[src/rtl/ocfg_pkg.sv]
// shared constants, register map and mode type for the output macrocell array
package ocfg_pkg;

  localparam int NUM_CELLS   = 8;
  localparam int PT_PER_CELL = 8;
  localparam int ADDR_W      = 12;
  localparam int DATA_W      = 32;

  // cell positions: outermost pair and innermost pair
  localparam int OUTER_LO = 0;
  localparam int OUTER_HI = 7;
  localparam int INNER_LO = 3;
  localparam int INNER_HI = 4;

  // product term that serves as a cell's own output enable
  localparam int OE_TERM_IDX = 0;

  localparam logic [ADDR_W-1:0] ADDR_MODE   = 12'h000;
  localparam logic [ADDR_W-1:0] ADDR_POL    = 12'h004;
  localparam logic [ADDR_W-1:0] ADDR_IOCFG  = 12'h008;
  localparam logic [ADDR_W-1:0] ADDR_RUN    = 12'h00c;
  localparam logic [ADDR_W-1:0] ADDR_STATUS = 12'h010;
  localparam logic [ADDR_W-1:0] ADDR_PINS   = 12'h014;

  localparam int MODE_SYNC_POS = 0;
  localparam int MODE_ARCH_POS = 1;
  localparam int MODE_EFF_POS  = 4;
  localparam int RUN_POS       = 0;
  localparam int ST_REG_POS    = 0;
  localparam int ST_DRV_POS    = 8;
  localparam int ST_IN_POS     = 16;
  localparam int ST_MODE_POS   = 24;
  localparam int PINS_SPEC_POS = 8;

  localparam logic                 SYNC_RST  = 1'b1;
  localparam logic                 ARCH_RST  = 1'b0;
  localparam logic [NUM_CELLS-1:0] POL_RST   = 8'h00;
  localparam logic [NUM_CELLS-1:0] IOCFG_RST = 8'hff;
  localparam logic                 RUN_RST   = 1'b0;

  typedef enum logic [1:0] {
    MODE_REG     = 2'b00,
    MODE_COMPLEX = 2'b01,
    MODE_SIMPLE  = 2'b10,
    MODE_BAD     = 2'b11
  } mode_t;

  function automatic mode_t decode_mode(input logic sync_bit, input logic arch_bit);
    case ({sync_bit, arch_bit})
      2'b10:   decode_mode = MODE_SIMPLE;
      2'b11:   decode_mode = MODE_COMPLEX;
      2'b01:   decode_mode = MODE_REG;
      default: decode_mode = MODE_BAD;
    endcase
  endfunction : decode_mode

endpackage : ocfg_pkg

[src/rtl/output_macrocell.sv]
// one output macrocell: term summing, register, polarity and output enable
`timescale 1ns/100ps
module output_macrocell #(
  parameter int PT_W     = ocfg_pkg::PT_PER_CELL,
  parameter bit IS_OUTER = 1'b0,
  parameter bit IS_INNER = 1'b0
) (
  input  wire logic            ref_clk,
  input  wire logic            rst_b,
  input  wire ocfg_pkg::mode_t mode,
  input  wire logic            run,
  input  wire logic            io_cfg,
  input  wire logic            polarity,
  input  wire logic [PT_W-1:0] pt,
  input  wire logic            clk_edge,
  input  wire logic            shared_oe,
  output logic                 pin_out,
  output logic                 pin_oe_b,
  output logic                 reg_q_o,
  output logic                 is_input
);
  import ocfg_pkg::*;

  logic sum_all;
  logic sum_less;
  logic oe_term;
  logic reg_bit_q;
  logic val;
  logic drive;
  logic as_input;

  assign sum_all  = |pt;
  assign sum_less = |pt[PT_W-1:OE_TERM_IDX+1];
  assign oe_term  = pt[OE_TERM_IDX];
  assign reg_q_o  = reg_bit_q;

  always_ff @(posedge ref_clk or negedge rst_b) begin
    if (!rst_b) begin
      reg_bit_q <= 1'b0;
    end else if (run && mode == MODE_REG && !io_cfg && clk_edge) begin
      reg_bit_q <= sum_all;
    end
  end

  always_comb begin
    val      = 1'b0;
    drive    = 1'b0;
    as_input = 1'b0;
    case (mode)
      MODE_REG: begin
        if (!io_cfg) begin
          val   = reg_bit_q;
          drive = shared_oe;
        end else begin
          // a dedicated input is this with oe term low, an output with it high
          val      = sum_less;
          drive    = oe_term;
          as_input = 1'b1;
        end
      end
      MODE_COMPLEX: begin
        val      = sum_less;
        drive    = oe_term;
        as_input = io_cfg && !IS_OUTER;
      end
      MODE_SIMPLE: begin
        if (io_cfg && !IS_INNER) begin
          as_input = 1'b1;
        end else begin
          val   = sum_all;
          drive = 1'b1;
        end
      end
      default: begin
        drive = 1'b0;
      end
    endcase
  end

  always_ff @(posedge ref_clk or negedge rst_b) begin
    if (!rst_b) begin
      pin_out  <= 1'b0;
      pin_oe_b <= 1'b1;
      is_input <= 1'b0;
    end else begin
      pin_out  <= polarity ? val : ~val;
      pin_oe_b <= !(run && drive);
      is_input <= run && as_input;
    end
  end

endmodule : output_macrocell

[src/rtl/output_macrocell_mode_config.sv]
// macrocell array top: apb configuration, special pins, feedback routing
`timescale 1ns/100ps
module output_macrocell_mode_config #(
  parameter int NCELL = ocfg_pkg::NUM_CELLS,
  parameter int NPT   = ocfg_pkg::PT_PER_CELL
) (
  input  wire logic                        ref_clk,
  input  wire logic                        rst_b,
  input  wire logic [ocfg_pkg::ADDR_W-1:0] paddr,
  input  wire logic                        psel,
  input  wire logic                        penable,
  input  wire logic                        pwrite,
  input  wire logic [ocfg_pkg::DATA_W-1:0] pwdata,
  output logic      [ocfg_pkg::DATA_W-1:0] prdata,
  output logic                             pready,
  output logic                             pslverr,
  input  wire logic [NCELL*NPT-1:0]        pt_in,
  input  wire logic                        spec_clk_pin,
  input  wire logic                        spec_oe_b_pin,
  input  wire logic [NCELL-1:0]            io_in,
  output logic      [NCELL-1:0]            io_out,
  output logic      [NCELL-1:0]            io_oe_b,
  output logic      [NCELL-1:0]            array_fb,
  output logic      [1:0]                  array_spec_in
);
  import ocfg_pkg::*;

  logic             sync_mode_bit_q;
  logic             global_arch_bit_q;
  logic [NCELL-1:0] pol_q;
  logic [NCELL-1:0] cell_io_config_bit_q;
  logic             run_q;
  mode_t            mode;
  logic             clk_pin_q;
  logic             clk_edge;
  logic             shared_oe;
  logic [NCELL-1:0] st_reg_q;
  logic [NCELL-1:0] st_input;
  logic             setup;
  logic             access;
  logic             wr_en;
  logic             addr_ok;
  logic             cfg_addr;
  logic             locked;
  logic [DATA_W-1:0] rd_d;
  logic [NCELL-1:0] fb_d;
  logic [1:0]       spec_d;

  assign mode = decode_mode(sync_mode_bit_q, global_arch_bit_q);

  // apb slave: no wait states, read data latched in the setup cycle
  assign setup    = psel && !penable;
  assign access   = psel && penable;
  assign pready   = 1'b1;
  assign addr_ok  = paddr == ADDR_MODE || paddr == ADDR_POL || paddr == ADDR_IOCFG ||
                    paddr == ADDR_RUN || paddr == ADDR_STATUS || paddr == ADDR_PINS;
  assign cfg_addr = paddr == ADDR_MODE || paddr == ADDR_POL || paddr == ADDR_IOCFG;
  // a config write while running is refused so the array never sees a glitch
  assign locked   = pwrite && cfg_addr && run_q;
  assign pslverr  = access && (!addr_ok || locked ||
                    (pwrite && (paddr == ADDR_STATUS || paddr == ADDR_PINS)));
  assign wr_en    = access && pwrite && !pslverr;

  always_ff @(posedge ref_clk or negedge rst_b) begin
    if (!rst_b) begin
      sync_mode_bit_q   <= SYNC_RST;
      global_arch_bit_q <= ARCH_RST;
    end else if (wr_en && paddr == ADDR_MODE) begin
      sync_mode_bit_q   <= pwdata[MODE_SYNC_POS];
      global_arch_bit_q <= pwdata[MODE_ARCH_POS];
    end
  end

  always_ff @(posedge ref_clk or negedge rst_b) begin
    if (!rst_b) begin
      pol_q <= POL_RST;
    end else if (wr_en && paddr == ADDR_POL) begin
      pol_q <= pwdata[NCELL-1:0];
    end
  end

  always_ff @(posedge ref_clk or negedge rst_b) begin
    if (!rst_b) begin
      cell_io_config_bit_q <= IOCFG_RST;
    end else if (wr_en && paddr == ADDR_IOCFG) begin
      cell_io_config_bit_q <= pwdata[NCELL-1:0];
    end
  end

  always_ff @(posedge ref_clk or negedge rst_b) begin
    if (!rst_b) begin
      run_q <= RUN_RST;
    end else if (wr_en && paddr == ADDR_RUN) begin
      run_q <= pwdata[RUN_POS];
    end
  end

  always_comb begin
    rd_d = '0;
    case (paddr)
      ADDR_MODE: begin
        rd_d[MODE_SYNC_POS] = sync_mode_bit_q;
        rd_d[MODE_ARCH_POS] = global_arch_bit_q;
        rd_d[MODE_EFF_POS+:2] = mode;
      end
      ADDR_POL: begin
        rd_d[NCELL-1:0] = pol_q;
      end
      ADDR_IOCFG: begin
        rd_d[NCELL-1:0] = cell_io_config_bit_q;
      end
      ADDR_RUN: begin
        rd_d[RUN_POS] = run_q;
      end
      ADDR_STATUS: begin
        rd_d[ST_REG_POS+:NCELL] = st_reg_q;
        rd_d[ST_DRV_POS+:NCELL] = ~io_oe_b;
        rd_d[ST_IN_POS+:NCELL]  = st_input;
        rd_d[ST_MODE_POS+:2]    = mode;
      end
      ADDR_PINS: begin
        rd_d[NCELL-1:0]         = io_in;
        rd_d[PINS_SPEC_POS]     = spec_clk_pin;
        rd_d[PINS_SPEC_POS+1]   = spec_oe_b_pin;
      end
      default: begin
        rd_d = '0;
      end
    endcase
  end

  always_ff @(posedge ref_clk or negedge rst_b) begin
    if (!rst_b) begin
      prdata <= '0;
    end else if (setup && !pwrite) begin
      prdata <= rd_d;
    end
  end

  // special pins: pins arrive synchronous, so a single history flop finds the rise
  always_ff @(posedge ref_clk or negedge rst_b) begin
    if (!rst_b) begin
      clk_pin_q <= 1'b0;
    end else begin
      clk_pin_q <= spec_clk_pin;
    end
  end

  assign clk_edge  = (mode == MODE_REG) && spec_clk_pin && !clk_pin_q;
  assign shared_oe = (mode == MODE_REG) && !spec_oe_b_pin;

  for (genvar i = 0; i < NCELL; i++) begin : g_cell
    output_macrocell #(
      .PT_W     (NPT),
      .IS_OUTER (i == OUTER_LO || i == OUTER_HI),
      .IS_INNER (i == INNER_LO || i == INNER_HI)
    ) u_cell (
      .ref_clk  (ref_clk),
      .rst_b    (rst_b),
      .mode     (mode),
      .run      (run_q),
      .io_cfg   (cell_io_config_bit_q[i]),
      .polarity (pol_q[i]),
      .pt       (pt_in[i*NPT+:NPT]),
      .clk_edge (clk_edge),
      .shared_oe(shared_oe),
      .pin_out  (io_out[i]),
      .pin_oe_b (io_oe_b[i]),
      .reg_q_o  (st_reg_q[i]),
      .is_input (st_input[i])
    );
  end

  // feedback into the array and special-pin data inputs
  always_comb begin
    fb_d   = '0;
    spec_d = '0;
    case (mode)
      MODE_REG: begin
        for (int i = 0; i < NCELL; i++) begin
          fb_d[i] = cell_io_config_bit_q[i] ? io_in[i] : st_reg_q[i];
        end
        spec_d = '0;
      end
      MODE_COMPLEX: begin
        fb_d          = io_in;
        fb_d[OUTER_LO] = !spec_oe_b_pin;
        fb_d[OUTER_HI] = spec_clk_pin;
        spec_d        = {spec_oe_b_pin, spec_clk_pin};
      end
      MODE_SIMPLE: begin
        fb_d           = io_in;
        fb_d[INNER_LO] = 1'b0;
        fb_d[INNER_HI] = 1'b0;
        spec_d         = {spec_oe_b_pin, spec_clk_pin};
      end
      default: begin
        fb_d   = '0;
        spec_d = '0;
      end
    endcase
  end

  always_ff @(posedge ref_clk or negedge rst_b) begin
    if (!rst_b) begin
      array_fb      <= '0;
      array_spec_in <= '0;
    end else begin
      array_fb      <= fb_d;
      array_spec_in <= spec_d;
    end
  end

  // checks on the cells and routing
  logic sum1;
  logic sum2;
  logic sum4_less;
  logic oe2;
  assign sum1      = |pt_in[1*NPT+:NPT];
  assign sum2      = |pt_in[2*NPT+:NPT];
  assign sum4_less = |pt_in[4*NPT+1+:NPT-1];
  assign oe2       = pt_in[2*NPT+OE_TERM_IDX];
endmodule : output_macrocell_mode_config

[config.mk]
export PLATFORM = sky130hd
export DESIGN_NAME = output_macrocell_mode_config
export DESIGN_NICKNAME = d
export VERILOG_FILES = /design/src/rtl/ocfg_pkg.sv /design/src/rtl/output_macrocell.sv /design/src/rtl/output_macrocell_mode_config.sv
export SDC_FILE = /design/constraint.sdc
export NUM_CORES = 1
export LEC_CHECK = 0
export ABC_CLOCK_PERIOD_IN_PS = 2800
export BUFFER_PORTS_ARGS = -buffer_cell sky130_fd_sc_hd__buf_2
export CELL_PAD_IN_SITES_DETAIL_PLACEMENT = 0
export CELL_PAD_IN_SITES_GLOBAL_PLACEMENT = 1
export CORE_MARGIN = 2
export CORE_UTILIZATION = 39
export DETAILED_ROUTE_END_ITERATION = 8
export PLACE_DENSITY = 0.92
export SLEW_MARGIN = 20
export SYNTH_ARGS = -nofsm -noshare
export SYNTH_HDL_FRONTEND = slang
export SYNTH_SLANG_ARGS = --single-unit
export TNS_END_PERCENT = 100
[constraint.sdc]
create_clock -name ref_clk -period 2.8 [get_ports ref_clk]
set_clock_uncertainty 0.1 [all_clocks]
set_input_delay 0.42 -clock ref_clk [delete_from_list [all_inputs] [get_ports ref_clk]]
set_output_delay 0.42 -clock ref_clk [all_outputs]
set_load 0.03 [all_outputs]
==> results of run 1 <==
-- registers in the layout, summed over array words and instances, names as in the netlist --
register,cells
g_cell.u_cell.reg_q_o,8
sync_mode_bit_q,1
global_arch_bit_q,1
cell_io_config_bit_q,8
clk_pin_q,1
g_cell.u_cell.pin_oe_b,8
array_spec_in,2
array_fb,8
g_cell.u_cell.is_input,8
pol_q,8
run_q,1
g_cell.u_cell.pin_out,8
prdata,26
-- synth_stat cells, types with 5 or more instances --
| library cell | n | area share [%] |
|---|---|---|
| a311oi_1 | 9 | 1.7 |
| nand2_1 | 42 | 3.4 |
| mux2i_1 | 10 | 2.2 |
| a211oi_1 | 6 | 0.97 |
| nor2b_1 | 14 | 1.9 |
| a221o_1 | 7 | 1.5 |
| clkbuf_1 | 20 | 1.6 |
| xor2_1 | 7 | 1.3 |
| nor2_1 | 49 | 4.0 |
| a22oi_1 | 9 | 1.5 |
| a22o_1 | 8 | 1.5 |
| mux2_2 | 22 | 5.3 |
| ha_1 | 5 | 1.3 |
| inv_1 | 10 | 0.81 |
| nor3_1 | 9 | 0.97 |
| a21oi_1 | 16 | 1.7 |
| dfstp_2 | 17 | 9.6 |
| buf_4 | 23 | 3.7 |
| o21ai_0 | 24 | 2.6 |
| dfrtp_1 | 71 | 38 |
| nor4_1 | 9 | 1.2 |
| and2_1 | 6 | 0.81 |
-- layer usage --
metal  up-vias  track usage, %  share of wire (%)
li1       1914               -                  -
met1      1965            26.8                 43
met2       176            33.3                 48
met3        20            4.55                7.1
met4         0            6.50                2.0
met5         -               0                  0
-- critical path: cells and delay by family (launching register included) --
| kind | cells | cell delay [ps] |
|---|---|---|
| DFF | 1 | 600 |
| AOI/OAI and AO/OA | 2 | 520 |
| and+or+nand+nor | 1 | 410 |
| adders and majority gates | 1 | 380 |
| xor gates and xnor gates | 1 | 180 |
| buffers and inverters | 1 | 90 |
-- power groups by stage --
stage	Sequential, mW	Combinational (mW)	Clock (mW)
finish	1.29	0.216	1.13
global route	1.29	0.239	1.20
CTS	1.29	0.218	1.15
detailed placement	1.31	0.218	0
global placement	1.31	0.212	0
floorplan	1.32	0.0772	0
-- area by class of cell --
type	count	area (sq um)	share of cell area (%)
clock buffer	10	239	4.17
clock inverter	6	43.8	0.764
inverter	10	37.5	0.655
multi-input combinational	322	2120	36.9
sequential	88	2220	38.8
tap	143	179	3.12
timing repair buffer	169	893	15.6
-- worst min-delay path by stage --
stage	startpoint	end	slack, ps	cells after the start
final	rst_b	g_cell[0].u_cell.is_input	30	1
after global routing	rst_b	prdata[0]	100	1
after CTS	rst_b	run_q	50	1
after detailed placement	g_cell[7].u_cell.is_input	prdata[23]	350	1
after global placement	g_cell[4].u_cell.is_input	prdata[20]	350	1
after floorplan	rst_b	array_fb[0]	20	0
-- logic make-up after synthesis --
logic type               count (synthesis)  synth area share, %
other                                    2                0.162
buffers and inverters                   59                 6.85
AO/OA/AOI/OAI                          105                 16.3
flip-flops                              88                 47.9
XOR/XNOR                                 9                 1.70
adder cells (fa/ha/maj)                  5                 1.35
multiplexers                            34                 8.15
AND/OR/NAND/NOR                        162                 17.6
==> results.py, run 1 <==
metrics = {
    "cts": {
        "ctsHoldBuffers": 0,
        "insertion_delay_ps": 340,
        "htree_levels": 3,
        "cts_resized": 0,
        "cts_root_buf": "clkbuf_16",
        "cts_tree": "done",
        "cts-buffers-inserted": 9,
        "cts_sinks": 88,
        "cts_buffer_depth": 2,
        "clk_transition_reported_paths_ps": 60,
        "post-cts-setup-buffer-count": 0,
    },
    "layout": {
        "filler_cell_count": 1056,
        "diodes": 0,
        "final_cell_mix": "buf_2, dfrtp_1, nor2_1",
        "final_cells": 748,
        "layout.nets": 728,
        "post-route-util_pct": 49.8,
        "drive_gt1_share_pct": 39.3,
        "synthToLayoutAreaGrowth_pct": 23.6,
        "stdcell_area_sq_mm": 0.00573,
        "final_common_cell": "buf_2",
    },
    "yosys": {
        "synth-async-reset-ratio_pct": 100,
        "synth_area_sq_mm": 0.00464,
        "avgSynthCellArea_sq_um": 10.0,
        "synth_cells": 464,
        "synth_ff_type": "dfrtp_1",
        "synth_edf_count": 0,
        "synth_seq_cells": 88,
        "yosysSeqAreaShare_pct": 47.9,
        "synth_warnings": 0,
        "yosysUniqueCellTypes": 60,
    },
    "sta": {
        "hold_viol_final": 0,
        "rsz0062_at_grt": "false",
        "slew_headroom_pct": 53.2,
        "setup_viol_count_final": 0,
        "timing.hold.ws_ps": 26.2,
        "post-route-min-period_ps": 2420,
        "fin_tns_setup_ps": 0,
        "finalWorstSetupSlack_ps": 377,
        "period_share_pct": 86.5,
        "tightestPinTransition_ps": 703,
        "fmaxAchievable_mhz": 413,
        "drv_slew": 0,
    },
    "power_and_ir_drop": {
        "pwr-share-comb_pct": 8.2,
        "finalPower_mw": 2.63,
        "seqPwrFrac_pct": 49.0,
        "p_leak_nw": 2.73,
        "peakVddDrop_uv": 255,
        "p_int_mw": 1.99,
        "switching_share_pct": 24.3,
        "clkPwrFrac_pct": 42.8,
        "power.density_mw_per_mm2": 459,
        "p_sw_mw": 0.638,
    },
    "grt": {
        "grt_util_all_layers_pct": 20.3,
        "gr-total-overflow": 0,
        "grt_max_degree": 57,
        "grt_pass1_vias": 3907,
        "grt_pass1_wl_microns": 20000,
        "antenna_found_initial": 1,
    },
    "outcome": {
        "status": "finished, violations left",
        "violations": "design-rule violations",
    },
    "detailed_routing": {
        "via_per_inst": 5.45,
        "ant_nets": 0,
        "wirelength_microns": 13000,
        "wl_per_cell_microns": 17.3,
        "dr.first_iter.drc_count": 327,
        "vias": 4075,
        "drc": 7,
        "drtPass1Iterations": 8,
    },
    "placement": {
        "port_buffers": 151,
        "routabilityCongestion": 0.874,
        "place_ws_ps": 278,
        "dp.cells": 732,
        "dpl_cell_area_sq_mm": 0.00545,
        "hpwl_microns": 9960,
    },
    "setup_path": {
        "r2r-start": "sync_mode_bit_q",
        "cp-start-kind": "flop",
        "cp-endpoint": "g_cell[6].u_cell.pin_out",
        "r2r_end": "g_cell[6].u_cell.pin_out",
        "endpoint_kind": "flop",
        "path_class": "flop to flop",
        "r2r_slack_ps": 380,
        "slowest_delay_ps": 600,
        "startpoint": "sync_mode_bit_q",
        "critPathSlowestCell": "dfstp_2",
        "rr_worst_depth": 6,
        "worstPathRequired_ps": 2900,
        "crit_fanout": 13,
        "arrival_ps": 2520,
        "cp_cell_sequence": "inv_1 > ha_1 > nand2b_1 > a311oi_1 > a221oi_1 > xor2_1",
    },
    "worst_hold_path": {
        "hold_path.class": "primary input to asynchronous set/reset pin",
    },
    "die": {
        "die_y_microns": 113,
        "start_util_pct": 40.3,
        "row_count": 39,
        "io_pins": 183,
        "die_x_microns": 113,
        "core_area_sq_mm": 0.0115,
        "dieArea_sq_mm": 0.0128,
    },
    "flow_run": {
        "maxCapViolCount": 0,
    },
}
Note: power is estimated with default switching activity, not from simulation.
==> inputs of run 2 (changes only) <==
CORE_UTILIZATION = 40   (was 39)
CTS_BUF_LIST = sky130_fd_sc_hd__clkbuf_2 sky130_fd_sc_hd__clkbuf_4 sky130_fd_sc_hd__clkbuf_8   (was not set)
PLACE_DENSITY = 0.83   (was 0.92)
==> run 2 against run 1 <==
Against the previous run:
- the flow now finishes without violations
- worst hold slack gained 130 ps
- via count decreased by 1.6%
- wire length fell by 1.7%
- global-route usage grew 0.52 points
- critical path type is now primary input to primary output
==> results.py, run 2 (synthesized netlist as in run 1, its figures left out) <==
metrics = {
    "cts": {
        "cts_resized": 0,
        "clk_transition_reported_paths_ps": 80,
        "insertion_delay_ps": 360,
        "cts_tree": "done",
        "ctsHoldBuffers": 1,
        "cts_sinks": 88,
        "htree_levels": 3,
        "cts_buffer_depth": 2,
        "post-cts-setup-buffer-count": 0,
        "cts-buffers-inserted": 9,
        "cts_root_buf": "clkbuf_8",
    },
    "sta": {
        "tightestPinTransition_ps": 626,
        "period_share_pct": 80.8,
        "setup_viol_count_final": 0,
        "rsz0062_at_grt": "false",
        "post-route-min-period_ps": 2260,
        "timing.hold.ws_ps": 154,
        "hold_viol_final": 0,
        "finalWorstSetupSlack_ps": 538,
        "fin_tns_setup_ps": 0,
        "slew_headroom_pct": 58.3,
        "fmaxAchievable_mhz": 442,
        "drv_slew": 0,
    },
    "grt": {
        "antenna_found_initial": 0,
        "grt_pass1_vias": 3923,
        "grt_max_degree": 48,
        "gr-total-overflow": 0,
        "grt_pass1_wl_microns": 20500,
        "grt_util_all_layers_pct": 20.8,
    },
    "placement": {
        "routabilityCongestion": 0.841,
        "place_ws_ps": 213,
        "port_buffers": 151,
        "hpwl_microns": 9760,
        "dp.cells": 729,
    },
    "detailed_routing": {
        "vias": 4011,
        "drtPass1Iterations": 5,
        "wirelength_microns": 12700,
        "wl_per_cell_microns": 17.1,
        "dr.first_iter.drc_count": 329,
        "ant_nets": 0,
        "drc": 0,
        "via_per_inst": 5.38,
    },
    "layout": {
        "filler_cell_count": 1066,
        "layout.nets": 726,
        "final_cells": 746,
        "diodes": 0,
        "synthToLayoutAreaGrowth_pct": 21.7,
        "drive_gt1_share_pct": 39.0,
        "largest_register_ffs": 26,
        "regMostFlops": "prdata",
        "final_cell_mix": "buf_2, dfrtp_1, nor2_1",
        "final_common_cell": "buf_2",
    },
    "power_and_ir_drop": {
        "p_int_mw": 1.78,
        "power.density_mw_per_mm2": 422,
        "clkPwrFrac_pct": 36.8,
        "pwr-share-comb_pct": 9.2,
        "peakVddDrop_uv": 222,
        "p_sw_mw": 0.603,
        "switching_share_pct": 25.3,
        "seqPwrFrac_pct": 54.0,
        "finalPower_mw": 2.38,
        "p_leak_nw": 2.70,
    },
    "die": {
        "die_x_microns": 112,
        "start_util_pct": 40.8,
        "die_y_microns": 112,
        "core_area_sq_mm": 0.0114,
        "io_pins": 183,
        "row_count": 39,
        "dieArea_sq_mm": 0.0125,
    },
    "setup_path": {
        "worstPathRequired_ps": 2280,
        "path_class": "primary input to primary output",
        "arrival_ps": 1740,
        "cp-start-kind": "primary input",
        "crit_fanout": 4,
        "endpoint_kind": "primary output",
    },
    "worst_hold_path": {
        "hold_path.class": "primary input to flop",
    },
    "outcome": {
        "status": "complete, no violations",
    },
    "flow_run": {
        "maxCapViolCount": 0,
    },
}
[run 2: cell types whose count changed in the layout (fill, tap and decap cells not counted), sizes merged]
cell | previous run | this run
buf | 169 | 166
bufinv | 0 | 1
clkbuf | 10 | 9
clkinv | 1 | 5
clkinvlp | 4 | 0
dlygate4sd3 | 0 | 1
[run 2: critical path: stages]
cell and delay [ps]:
buf_2 90, or4_4 540, nor3_1 220, o21ai_0 120, and3_1 180, buf_2 170
[run 2: power by group through the flow]
stage	registers (mW)	clock network, mW	logic, mW
2_1_floorplan	1.32	0	0.0772
3_3_place_gp	1.31	0	0.214
3_5_place_dp	1.31	0	0.220
4_1_cts	1.28	0.902	0.222
5_1_grt	1.29	0.956	0.241
6_report	1.28	0.877	0.219
[run 2: worst paths after layout]
path,from,endpoint,slack [ps],cells past startpoint
max,paddr[1],pslverr,540,6
min,spec_clk_pin,clk_pin_q,150,1
max reg2reg,sync_mode_bit_q,g_cell[2].u_cell.pin_out,600,7
min reg2reg,g_cell[4].u_cell.is_input,prdata[20],370,1
max in group asynchronous,rst_b,cell_io_config_bit_q[5],1390,3
min in group asynchronous,rst_b,prdata[25],520,2
[run 2: metal layers]
metal / part of all wire [%] / track usage (%) / vias to the layer above
met5: 0 / 0 / -
met4: 1.4 / 5.02 / 0
met3: 6.0 / 4.35 / 13
met2: 47 / 34.6 / 135
met1: 45 / 28.0 / 1952
li1: - / - / 1911
[run 2: area by class of cell]
type / instances / area [sq um] / share of cell area (%)
clock inverter: 7 / 71.3 / 1.26
multi-input combinational: 322 / 2120 / 37.5
inverter: 10 / 37.5 / 0.665
tap: 143 / 179 / 3.17
timing repair buffer: 167 / 893 / 15.8
clock buffer: 9 / 124 / 2.19
sequential: 88 / 2220 / 39.4
[run 2: metrics by stage]
step / util [%] / cell area, sq um
2_1_floorplan: - / 4660
3_3_place_gp: 47.8 / 5440
3_5_place_dp: 47.8 / 5440
4_1_cts: 49.6 / 5640
5_1_grt: 49.6 / 5640
6_report: 49.6 / 5640
